--- config.mk ---
export PLATFORM = sky130hd
export DESIGN_NAME = serial_port
export DESIGN_NICKNAME = d
export VERILOG_FILES = /design/src/serial_port_pkg.sv /design/src/baud_tick_if.sv /design/src/baud_tick_gen.sv /design/src/serial_port.sv
export SDC_FILE = /design/constraint.sdc
export NUM_CORES = 1
export LEC_CHECK = 0
export BUFFER_PORTS_ARGS = -buffer_cell sky130_fd_sc_hd__clkbuf_2
export CORE_AREA = 8 8 157 159
export CTS_CLUSTER_DIAMETER = 80
export CTS_CLUSTER_SIZE = 28
export DETAILED_ROUTE_END_ITERATION = 7
export DIE_AREA = 0 0 165 167
export GPL_ROUTABILITY_DRIVEN = 0
export GPL_TIMING_DRIVEN = 0
export SLEW_MARGIN = 15
export SYNTH_ARGS = -nofsm -noshare
export SYNTH_HDL_FRONTEND = slang
export SYNTH_SLANG_ARGS = --single-unit
--- constraint.sdc ---
create_clock -name I_CORE_CLK -period 4.3 [get_ports I_CORE_CLK]
set_input_delay 0.645 -clock I_CORE_CLK [delete_from_list [all_inputs] [get_ports I_CORE_CLK]]
set_output_delay 0.645 -clock I_CORE_CLK [all_outputs]
set_load 0.005 [all_outputs]
--- src/serial_port_pkg.sv ---
// Package with register map, field positions and constants of the serial port.
//------------------------------------------------------------------------------
//------------------------------------------------------------------------------
package serial_port_pkg;
  localparam logic [7:0] ADDR_DATA    = 8'h0C;
  localparam logic [7:0] ADDR_STATUS  = 8'h0B;
  localparam logic [7:0] ADDR_CONTROL = 8'h0A;
  localparam logic [7:0] ADDR_DIVISOR = 8'h09;
  localparam logic [7:0] CONTROL_RESET = 8'h02;
  localparam logic [7:0] STATUS_RESET  = 8'h20;
  localparam int BIT_RX_DONE   = 7;
  localparam int BIT_TX_DONE   = 6;
  localparam int BIT_TX_EMPTY  = 5;
  localparam int BIT_FRAME_ERR = 4;
  localparam int BIT_OVERRUN   = 3;
  localparam int BIT_RX_IE     = 7;
  localparam int BIT_TX_IE     = 6;
  localparam int BIT_EMPTY_IE  = 5;
  localparam int BIT_RX_ON     = 4;
  localparam int BIT_TX_ON     = 3;
  localparam int BIT_NINE      = 2;
  localparam int BIT_RX_NINTH  = 1;
  localparam int BIT_TX_NINTH  = 0;
  localparam logic [3:0] SAMPLE_A   = 4'h7;
  localparam logic [3:0] SAMPLE_B   = 4'h8;
  localparam logic [3:0] SAMPLE_C   = 4'h9;
  localparam logic [3:0] SAMPLE_END = 4'hF;
  localparam logic [3:0] BITS_EIGHT = 4'h8;
  localparam logic [3:0] BITS_NINE  = 4'h9;
endpackage : serial_port_pkg

--- src/baud_tick_if.sv ---
// Interface carrying the oversampling tick and divisor between modules.
`timescale 1ns/1ps
interface baud_tick_if;
  logic [7:0] divisor;
  logic       tick;
  modport gen  (input divisor, output tick);
  modport user (output divisor, input tick);
endinterface : baud_tick_if

--- src/baud_tick_gen.sv ---
// Oversampling tick generator for the serial port.
`timescale 1ns/1ps
module baud_tick_gen (
  input  wire logic    i_clk,
  input  wire logic    i_nrst,
  input  wire logic    i_en,
  baud_tick_if.gen     bt
);
  logic [7:0] count_q;
  logic [7:0] count_d;
  logic       tick_q;
  logic       tick_d;

  always_comb begin
    count_d = count_q;
    tick_d  = 1'b0;
    if (count_q == 8'h00) begin
      count_d = bt.divisor;
      tick_d  = 1'b1;
    end else begin
      count_d = count_q - 8'h01;
    end
  end

  always_ff @(posedge i_clk or negedge i_nrst) begin
    if (!i_nrst) begin
      count_q <= 8'h00;
      tick_q  <= 1'b0;
    end else if (i_en) begin
      count_q <= count_d;
      tick_q  <= tick_d;
    end
  end

  assign bt.tick = tick_q & i_en;
endmodule : baud_tick_gen

--- src/serial_port.sv ---
// Full-duplex serial port with status, control and baud divider registers.
`timescale 1ns/1ps
module serial_port
  import serial_port_pkg::*;
(
  input  wire logic       I_CORE_CLK,
  input  wire logic       I_NRST,
  input  wire logic       I_CLK_EN,
  input  wire logic [7:0] I_ADDR,
  input  wire logic [7:0] I_WDATA,
  input  wire logic       I_WR,
  input  wire logic       I_RD,
  input  wire logic       I_TX_DONE_ACK,
  input  wire logic       I_RXD,
  output logic      [7:0] O_RDATA,
  output logic            O_TXD,
  output logic            O_TXD_OE,
  output logic            O_RX_DONE_IRQ,
  output logic            O_TX_DONE_IRQ,
  output logic            O_TX_EMPTY_IRQ
);

  //----------------------------------------------------------------------------
  // Tick generator
  //----------------------------------------------------------------------------
  baud_tick_if bt ();
  logic [7:0] divisor_q;
  logic [7:0] divisor_d;
  assign bt.divisor = divisor_q;

  baud_tick_gen u_tick (
    .i_clk  (I_CORE_CLK),
    .i_nrst (I_NRST),
    .i_en   (I_CLK_EN),
    .bt     (bt)
  );

  //----------------------------------------------------------------------------
  // Receive pin synchroniser
  //----------------------------------------------------------------------------
  logic [2:0] rx_sync_q;
  logic       rx_line_q;
  logic       rx_line_d;

  always_comb begin
    rx_line_d = rx_line_q;
    if (rx_sync_q[1] == rx_sync_q[2]) begin
      rx_line_d = rx_sync_q[2];
    end
  end

  always_ff @(posedge I_CORE_CLK or negedge I_NRST) begin
    if (!I_NRST) begin
      rx_sync_q <= 3'h7;
      rx_line_q <= 1'b1;
    end else if (I_CLK_EN) begin
      rx_sync_q <= {rx_sync_q[1:0], I_RXD};
      rx_line_q <= rx_line_d;
    end
  end

  //----------------------------------------------------------------------------
  // Register state
  //----------------------------------------------------------------------------
  logic       wr_data;
  logic       rd_data;
  logic       wr_status;
  logic       wr_control;
  logic [7:0] control_q;
  logic [7:0] control_d;
  logic [7:0] tx_hold_q;
  logic [7:0] tx_hold_d;
  logic       tx_pending_q;
  logic       tx_pending_d;
  logic [7:0] rx_data_q;
  logic [7:0] rx_data_d;
  logic       rx_done_flag_q;
  logic       rx_done_flag_d;
  logic       tx_done_flag_q;
  logic       tx_done_flag_d;
  logic       tx_buffer_empty_flag_q;
  logic       tx_buffer_empty_flag_d;
  logic       framing_error_flag_q;
  logic       framing_error_flag_d;
  logic       overrun_flag_q;
  logic       overrun_flag_d;
  logic       overrun_hidden_q;
  logic       overrun_hidden_d;
  logic [7:0] rdata_d;

  assign wr_data    = I_WR && (I_ADDR == ADDR_DATA);
  assign rd_data    = I_RD && (I_ADDR == ADDR_DATA);
  assign wr_status  = I_WR && (I_ADDR == ADDR_STATUS);
  assign wr_control = I_WR && (I_ADDR == ADDR_CONTROL);

  //----------------------------------------------------------------------------
  // Transmitter
  //----------------------------------------------------------------------------
  typedef enum logic [1:0] {
    TX_IDLE  = 2'b00,
    TX_SHIFT = 2'b01
  } tx_state_t;

  tx_state_t  tx_state_q;
  tx_state_t  tx_state_d;
  logic [10:0] tx_shift_q;
  logic [10:0] tx_shift_d;
  logic [3:0] tx_bits_q;
  logic [3:0] tx_bits_d;
  logic [3:0] tx_phase_q;
  logic [3:0] tx_phase_d;
  logic       txd_d;
  logic       txd_oe_d;
  logic       tx_load;
  logic       tx_finish;

  always_comb begin
    tx_state_d = tx_state_q;
    tx_shift_d = tx_shift_q;
    tx_bits_d  = tx_bits_q;
    tx_phase_d = tx_phase_q;
    tx_load    = 1'b0;
    tx_finish  = 1'b0;
    unique case (tx_state_q)
      TX_IDLE: begin
        // Pending data goes out even after the enable drops.
        if (tx_pending_q) begin
          tx_load    = 1'b1;
          tx_state_d = TX_SHIFT;
          tx_phase_d = 4'h0;
          // Start low, data LSB first, stop high.
          if (control_q[BIT_NINE]) begin
            tx_shift_d = {1'b1, control_q[BIT_TX_NINTH], tx_hold_q, 1'b0};
            tx_bits_d  = BITS_NINE + 4'h2;
          end else begin
            tx_shift_d = {2'b11, tx_hold_q, 1'b0};
            tx_bits_d  = BITS_EIGHT + 4'h2;
          end
        end
      end
      TX_SHIFT: begin
        if (bt.tick) begin
          tx_phase_d = tx_phase_q + 4'h1;
          if (tx_phase_q == SAMPLE_END) begin
            tx_shift_d = {1'b1, tx_shift_q[10:1]};
            tx_bits_d  = tx_bits_q - 4'h1;
            if (tx_bits_q == 4'h1) begin
              tx_state_d = TX_IDLE;
              tx_finish  = !tx_pending_q;
            end
          end
        end
      end
      default: tx_state_d = TX_IDLE;
    endcase
    txd_d    = (tx_state_d == TX_SHIFT) ? tx_shift_d[0] : 1'b1;
    txd_oe_d = control_q[BIT_TX_ON] || (tx_state_d == TX_SHIFT) || tx_pending_d;
  end

  always_ff @(posedge I_CORE_CLK or negedge I_NRST) begin
    if (!I_NRST) begin
      tx_state_q <= TX_IDLE;
      tx_shift_q <= 11'h7FF;
      tx_bits_q  <= 4'h0;
      tx_phase_q <= 4'h0;
      O_TXD      <= 1'b1;
      O_TXD_OE   <= 1'b0;
    end else if (I_CLK_EN) begin
      tx_state_q <= tx_state_d;
      tx_shift_q <= tx_shift_d;
      tx_bits_q  <= tx_bits_d;
      tx_phase_q <= tx_phase_d;
      O_TXD      <= txd_d;
      O_TXD_OE   <= txd_oe_d;
    end
  end

  //----------------------------------------------------------------------------
  // Receiver
  //----------------------------------------------------------------------------
  typedef enum logic [1:0] {
    RX_IDLE  = 2'b00,
    RX_START = 2'b01,
    RX_DATA  = 2'b10
  } rx_state_t;

  function automatic logic majority(input logic [2:0] s);
    majority = (s[0] & s[1]) | (s[0] & s[2]) | (s[1] & s[2]);
  endfunction : majority

  rx_state_t  rx_state_q;
  rx_state_t  rx_state_d;
  logic [3:0] rx_phase_q;
  logic [3:0] rx_phase_d;
  logic [2:0] rx_samp_q;
  logic [2:0] rx_samp_d;
  logic [3:0] rx_bits_q;
  logic [3:0] rx_bits_d;
  logic [8:0] rx_shift_q;
  logic [8:0] rx_shift_d;
  logic       rx_bit;
  logic       rx_end;
  logic       rx_stop_ok;

  always_comb begin
    rx_state_d = rx_state_q;
    rx_phase_d = rx_phase_q;
    rx_samp_d  = rx_samp_q;
    rx_bits_d  = rx_bits_q;
    rx_shift_d = rx_shift_q;
    rx_end     = 1'b0;
    rx_stop_ok = 1'b0;
    rx_bit     = majority({rx_samp_q[1:0], rx_line_q});
    if (!control_q[BIT_RX_ON]) begin
      rx_state_d = RX_IDLE;
    end else if (bt.tick) begin
      rx_phase_d = rx_phase_q + 4'h1;
      if (rx_phase_q == SAMPLE_A || rx_phase_q == SAMPLE_B) begin
        rx_samp_d = {rx_samp_q[1:0], rx_line_q};
      end
      unique case (rx_state_q)
        RX_IDLE: begin
          // A single low sample on the idle line begins start detection.
          if (!rx_line_q) begin
            rx_state_d = RX_START;
            rx_phase_d = 4'h1;
          end
        end
        RX_START: begin
          if (rx_phase_q == SAMPLE_C) begin
            rx_state_d = rx_bit ? RX_IDLE : RX_START;
          end else if (rx_phase_q == SAMPLE_END) begin
            rx_state_d = RX_DATA;
            rx_bits_d  = 4'h0;
          end
        end
        RX_DATA: begin
          if (rx_phase_q == SAMPLE_C) begin
            if (rx_bits_q == (control_q[BIT_NINE] ? BITS_NINE : BITS_EIGHT)) begin
              rx_end     = 1'b1;
              rx_stop_ok = rx_bit;
              rx_state_d = RX_IDLE;
            end else begin
              rx_shift_d = control_q[BIT_NINE] ? {rx_bit, rx_shift_q[8:1]}
                                              : {1'b0, rx_bit, rx_shift_q[7:1]};
              rx_bits_d  = rx_bits_q + 4'h1;
            end
          end
        end
        default: rx_state_d = RX_IDLE;
      endcase
    end
  end

  always_ff @(posedge I_CORE_CLK or negedge I_NRST) begin
    if (!I_NRST) begin
      rx_state_q <= RX_IDLE;
      rx_phase_q <= 4'h0;
      rx_samp_q  <= 3'h7;
      rx_bits_q  <= 4'h0;
      rx_shift_q <= 9'h000;
    end else if (I_CLK_EN) begin
      rx_state_q <= rx_state_d;
      rx_phase_q <= rx_phase_d;
      rx_samp_q  <= rx_samp_d;
      rx_bits_q  <= rx_bits_d;
      rx_shift_q <= rx_shift_d;
    end
  end

  //----------------------------------------------------------------------------
  // Registers and flags
  //----------------------------------------------------------------------------
  always_comb begin
    control_d              = control_q;
    divisor_d              = divisor_q;
    tx_hold_d              = tx_hold_q;
    tx_pending_d           = tx_pending_q;
    rx_data_d              = rx_data_q;
    rx_done_flag_d         = rx_done_flag_q;
    tx_done_flag_d         = tx_done_flag_q;
    tx_buffer_empty_flag_d = tx_buffer_empty_flag_q;
    framing_error_flag_d   = framing_error_flag_q;
    overrun_flag_d         = overrun_flag_q;
    overrun_hidden_d       = overrun_hidden_q;
    rdata_d                = 8'h00;
    if (wr_control) begin
      control_d = {I_WDATA[7:2], control_q[BIT_RX_NINTH], I_WDATA[BIT_TX_NINTH]};
    end
    if (I_WR && I_ADDR == ADDR_DIVISOR) begin
      divisor_d = I_WDATA;
    end
    if (rd_data) begin
      rx_done_flag_d = 1'b0;
      if (overrun_hidden_q) begin
        overrun_flag_d   = 1'b1;
        overrun_hidden_d = 1'b0;
      end
    end
    if (tx_load) begin
      tx_pending_d           = 1'b0;
      tx_buffer_empty_flag_d = 1'b1;
    end
    if (wr_data) begin
      tx_hold_d              = I_WDATA;
      tx_pending_d           = 1'b1;
      tx_buffer_empty_flag_d = 1'b0;
    end
    if ((wr_status && I_WDATA[BIT_TX_DONE]) || I_TX_DONE_ACK) begin
      tx_done_flag_d = 1'b0;
    end
    if (tx_finish) begin
      tx_done_flag_d = 1'b1;
    end
    if (rx_end) begin
      if (rx_done_flag_q && !rd_data) begin
        overrun_hidden_d = 1'b1;
      end else begin
        rx_data_d            = rx_shift_q[7:0];
        control_d[BIT_RX_NINTH] = rx_shift_q[8];
        rx_done_flag_d       = 1'b1;
        framing_error_flag_d = !rx_stop_ok;
        overrun_flag_d       = 1'b0;
      end
    end
    if (I_RD) begin
      unique case (I_ADDR)
        ADDR_DATA: rdata_d = rx_data_q;
        ADDR_STATUS: rdata_d = {rx_done_flag_q, tx_done_flag_q, tx_buffer_empty_flag_q,
                                framing_error_flag_q, overrun_flag_q, 3'h0};
        ADDR_CONTROL: rdata_d = {control_q[7:1], 1'b0};
        ADDR_DIVISOR: rdata_d = divisor_q;
        default: rdata_d = 8'h00;
      endcase
    end
  end

  always_ff @(posedge I_CORE_CLK or negedge I_NRST) begin
    if (!I_NRST) begin
      control_q              <= CONTROL_RESET;
      divisor_q              <= 8'h00;
      tx_hold_q              <= 8'h00;
      tx_pending_q           <= 1'b0;
      rx_data_q              <= 8'h00;
      rx_done_flag_q         <= STATUS_RESET[BIT_RX_DONE];
      tx_done_flag_q         <= STATUS_RESET[BIT_TX_DONE];
      tx_buffer_empty_flag_q <= STATUS_RESET[BIT_TX_EMPTY];
      framing_error_flag_q   <= STATUS_RESET[BIT_FRAME_ERR];
      overrun_flag_q         <= STATUS_RESET[BIT_OVERRUN];
      overrun_hidden_q       <= 1'b0;
      O_RDATA                <= 8'h00;
      O_RX_DONE_IRQ          <= 1'b0;
      O_TX_DONE_IRQ          <= 1'b0;
      O_TX_EMPTY_IRQ         <= 1'b0;
    end else if (I_CLK_EN) begin
      control_q              <= control_d;
      divisor_q              <= divisor_d;
      tx_hold_q              <= tx_hold_d;
      tx_pending_q           <= tx_pending_d;
      rx_data_q              <= rx_data_d;
      rx_done_flag_q         <= rx_done_flag_d;
      tx_done_flag_q         <= tx_done_flag_d;
      tx_buffer_empty_flag_q <= tx_buffer_empty_flag_d;
      framing_error_flag_q   <= framing_error_flag_d;
      overrun_flag_q         <= overrun_flag_d;
      overrun_hidden_q       <= overrun_hidden_d;
      O_RDATA                <= rdata_d;
      O_RX_DONE_IRQ          <= rx_done_flag_d && control_d[BIT_RX_IE];
      O_TX_DONE_IRQ          <= tx_done_flag_d && control_d[BIT_TX_IE];
      O_TX_EMPTY_IRQ         <= tx_buffer_empty_flag_d && control_d[BIT_EMPTY_IE];
    end
  end

endmodule : serial_port

Word level (Yosys, flattened, before mapping)
Index checks and enable logic that the tools add are counted.
{"block": "word_totals", "register_bits": 107, "in_bits": 23, "out_inout_bits": 13, "wordCells": 183}
{"block": "classes", "add_sub_neg": 5, "eq_ne": 28, "muxes": 76, "bitwise": 8, "n_reduce_logical": 34}
{"operator": "$mux 4", "count": 11}
{"operator": "$mux 1", "count": 39}
{"operator": "$mux 11", "count": 3}
{"operator": "$eq 8x4->1 const B", "count": 4}
{"operator": "$pmux 8 s4", "count": 1}
{"operator": "$mux 8", "count": 3}
{"operator": "$pmux 4 s2", "count": 3}
{"operator": "$mux 2", "count": 11}
{"operator": "$pmux 11 s2", "count": 1}
{"operator": "$eq 4x4->1 const B", "count": 4}
{"operator": "$ne 2x2->1 const B", "count": 8}
{"operator": "$add 4x1->4 const B", "count": 3}
{"operator": "$reduce_and 6->1", "count": 2}
{"operator": "$logic_and 1x1->1", "count": 10}
{"operator": "$mux 10", "count": 1}
{"operator": "$mux 9", "count": 1}
{"operator": "$ne 3x3->1 const B", "count": 3}
{"operator": "$logic_not 8->1", "count": 1}
{"operator": "$reduce_and 2->1", "count": 4}
{"operator": "$reduce_and 4->1", "count": 2}
{"operator": "$reduce_and 8->1", "count": 1}
{"operator": "$sub 8x1->8 const B", "count": 1}
{"operator": "$eq 2x1->1 const B", "count": 3}
{"operator": "$pmux 2 s3", "count": 1}
{"operator": "other kinds (17)", "count": 30}

Longest topological paths before layout
{"block": "logic_depth", "ltp_word": 9, "mapped_depth": 7}

Cells and area by module
Synthesis repeated with hierarchy kept, for this count alone.
{"block": "unflattened", "cells_unflattened": 481, "area_unflattened_um2": 5362.6}
{"module": "serial_port", "n_inst": 1, "cells_per_inst": 415, "area_each_um2": 4708.3, "seq_area_each_um2": 2477.4}
{"module": "baud_tick_gen", "n_inst": 1, "cells_per_inst": 66, "area_each_um2": 654.4, "seq_area_each_um2": 225.2}

Least setup slack after synthesis
No wires, ideal clock.
{"block": "synth_timing", "path_type": "input to register", "startpoint": "input I_ADDR[5]", "endpoint": "register control_q[0]", "setup_ps": 125, "arrival_time_ps": 2389, "slack_ps": 1786, "path_stages": 6, "n_path_buf": 2, "path_cell_list": "or3b_2 or4_1 buf_2 or2_1 buf_6 mux2_4"}
{"block": "synth_between", "elab_chain_cells": 3}
{"element": "start, declared", "line": "serial_port.sv:9", "source": "input wire logic [7:0] I_ADDR,"}
{"element": "$eq 8x4->1", "line": "serial_port.sv:94", "source": "assign wr_control = I_WR && (I_ADDR == ADDR_CONTROL);"}
{"element": "$logic_and 1x1->1", "line": "serial_port.sv:94"}
{"element": "$reduce_and 2->1 (no source line)"}
{"element": "end signal, assigned", "line": "serial_port.sv:356", "source": "control_q <= control_d;"}
{"element": "end, declared", "line": "serial_port.sv:69", "source": "logic [7:0] control_q;"}
Every way passes these cells.
A chain may end at the register's enable or synchronous reset.

Worst setup path after layout
{"block": "layout_timing", "startpoint": "input I_ADDR[5]", "endpoint": "register tx_hold_q[3]"}
{"block": "layout_between", "elab_chain_cells": 3}
{"element": "$eq 8x4->1", "line": "serial_port.sv:91", "source": "assign wr_data = I_WR && (I_ADDR == ADDR_DATA);"}
{"element": "$logic_and 1x1->1", "line": "serial_port.sv:91"}
{"element": "$reduce_and 2->1 (no source line)"}
{"element": "end signal, assigned", "line": "serial_port.sv:358", "source": "tx_hold_q <= tx_hold_d;"}
{"element": "end, declared", "line": "serial_port.sv:71", "source": "logic [7:0] tx_hold_q;"}
Every way passes these cells.

==> results.md <==
* Status: completed
* Overflow after GRT at 0
* Hold Path Class: in -> async
* Worst Skew at 7.93 ps
* Power Internal at 0.00178 W
* Share of cells above drive strength 1 at 0.248
* Max cap viols at 0
* Switching part of the total power at 0.259
* Pleak at 2.68 nW
* Hpwl dp at 9.31 mm
* Register-to-Register Path Depth at 7
* Pwr dens at 395 nW/µm²
* I/O Buffers at 35
* Register area at 2700 µm²
* Fmax at 0.381 GHz
* Layout area overhead at 16.9%
* Post-Route Setup TNS at 0 ps
* Routed length per instance at 15.9 µm
* Commonest non-fill, non-tap cell in the layout: dfrtp_1
* Final #Nets at 548
* Synthesized area at 5200 µm²
* Mapped Nets at 501
* FF-to-FF Start: control_q[2]
* Vias post-DR at 3,781
* Filler instances at 2,325
* Prevailing post-synth register cell: dfrtp_1
* DR pass1 iterations at 4
* CP required at 4540 ps
* Initial antenna violation count at 0
* Initial Util at 0.234
* VDD IR-drop max at 0.162 mV
* I/O pin count at 36
* Critical Path Source: I_ADDR[5]
* Postcts setup bufs at 0
* CP Launch Type: input pin
* Sequential element share of the synthesized area at 0.520
* Die height at 167 µm
* Part of the power in the clock network at 0.367
* Root buf cell: clkbuf_16
* Antenna-violating nets left at 0
* Min cycle time layout at 2630 ps
* All-Layer GR Usage at 0.0960
* Avg Cell Area, Syn at 11.1 µm²
* Slew HR at 0.420
* DR iter-0 viols at 270
* Worst Path Arrival at 2860 ps
* Hold buffers post-CTS at 0
* Synth async-reset ratio at 1.00
* Area of the die at 27,600 µm²
* Number of synthesized flops with an enable pin at 0
* Area of the multi-input gates at 2320 µm²
* CP max FO at 8
* Cell area after layout at 6080 µm²
* Cell Area, Placed at 5770 µm²
* Synth cell types at 59
* Logic pwr share at 0.119
* Num rows at 55
* Commonest cells after routing, fill and taps aside: dfrtp_1 (87), mux2_2 (42), clkbuf_2 (34)
* N_diodes at 0
* Final hold violation count at 0
* Die width at 165 µm
* Synthesized flop and latch total at 107
* CTS tree: yes
* DRC viols at 0
* RSZ-0062 raised after global routing: false
* Num Clock Sinks at 107
* Synth Instances at 469
* Final-report setup violation count at 0
* YS warnings at 0
* Htree depth at 3
* Largest net degree at the start of global routing at 77
* Slew @ Worst Pin at 868 ps
* P_sw at 0.000623 W
* Pins Over Slew Limit at 0
* Inserted Clock Buffers at 9
* Clock transition at the registers of the reported paths at 70 ps
* Clock Latency Late Sink at 350 ps
* Seq pwr share at 0.514
* First-pass GRT wire length at 20.8 mm
* Clk buf depth at 2
* Core area at 22,200 µm²
* Period utilization at 0.611
* Worst Path Class, Setup: in -> reg
* Vias per cell at 4.69
* Final wirelength at 12.8 mm
* Vias in the first global route at 3,738
* Post_cts resized at 0
* CP Capture Type: flop
[power by group through the flow]
stage	sequential, W	clock [W]	combinational (W)
3_5_place_dp	0.00125	0	0.000288
4_1_cts	0.00123	0.000904	0.000290
2_1_floorplan	0.00122	0	0.000196
6_report	0.00123	0.000881	0.000287
5_1_grt	0.00125	0.000943	0.000331
3_3_place_gp	0.00125	0	0.000276
[synth_stat cells, types with 4 or more instances]
cell type | n | area [µm²]
a31oi_1 | 8 | 50.1
dfrtp_1 | 87 | 2180
mux2_4 | 7 | 105
nand2_1 | 27 | 101
a21oi_1 | 19 | 95.1
dfstp_2 | 20 | 526
o2bb2ai_1 | 11 | 96.3
mux2i_1 | 13 | 130
a22oi_1 | 21 | 158
inv_1 | 22 | 82.6
ha_1 | 9 | 113
and3_1 | 5 | 31.3
a2bb2oi_1 | 4 | 35.0
clkbuf_1 | 18 | 67.6
o22a_1 | 5 | 43.8
mux2_2 | 42 | 473
o211ai_1 | 4 | 30.0
nor2_1 | 24 | 90.1
nand2b_1 | 7 | 43.8
nor3_1 | 13 | 65.1
nor2b_1 | 7 | 43.8
o21ai_0 | 26 | 130
nand3_1 | 11 | 55.1
[through the flow]
step                setup slack [ps]  utilization  total power (W)  instances  hold slack, ps
global route                    1600        0.273          0.00253        806             198
global placement                1020        0.258          0.00152        789             473
detailed placement              1350        0.259          0.00154        790             472
floorplan                       1790            -          0.00142        469             349
finish                          1670        0.273          0.00240        806             186
CTS                             1730        0.273          0.00243        806             188
[final cells by class]
cell class,count,share of cell area
timing repair buffer,36,0.0348
multi-input combinational,317,0.381
inverter,23,0.0142
sequential,107,0.445
clock buffer,11,0.0383
buffer,22,0.0152
tap,285,0.0587
clock inverter,5,0.0130
[flip-flops by register name, summed over array words and instances (netlist names), 2 cells and up]
signal,flops
tx_state_q,2
rx_bits_q,4
tx_shift_q,11
tx_hold_q,8
rx_samp_q,2
u_tick.count_q,8
bt.divisor,8
rx_state_q,2
rx_data_q,8
rx_shift_q,9
O_RDATA,8
rx_phase_q,4
tx_bits_q,4
rx_sync_q,3
tx_phase_q,4
control_q,8
[final timing paths]
| kind | end | slack [ps] |
|---|---|---|
| min | tx_bits_q[2] | 190 |
| min in group I_CORE_CLK | rx_sync_q[2] | 490 |
| max in group asynchronous | control_q[1] | 3420 |
| max reg2reg | rx_data_q[2] | 1900 |
| max | tx_hold_q[3] | 1670 |
| min reg2reg | rx_sync_q[2] | 490 |
[worst max-delay path, cell delays in order]
cell,delay [ps]
clkbuf_2,90
or3b_2,520
nor4bb_1,650
nand3_1,530
mux2_2,430
[kinds of logic (layout without fill, tap and decap cells)]
family / count (synthesis) / count (layout) / share of synthesized area
AND/OR/NAND/NOR: 124 / 124 / 0.126
adder cells (fa/ha/maj): 10 / 10 / 0.0236
buffers and inverters: 45 / 97 / 0.0344
XOR/XNOR: 4 / 4 / 0.00674
AO/OA/AOI/OAI: 117 / 117 / 0.153
flip-flops: 107 / 107 / 0.520
multiplexers: 62 / 62 / 0.136
[routing by layer]
| layer | part of all wire | up-vias | GRT usage |
|---|---|---|---|
| met5 | 0 | - | 0 |
| met4 | 0.015 | 0 | 0.0329 |
| li1 | - | 1825 | - |
| met2 | 0.45 | 71 | 0.141 |
| met1 | 0.49 | 1873 | 0.132 |
| met3 | 0.042 | 12 | 0.0271 |
Power figures use the tool's default switching activity.
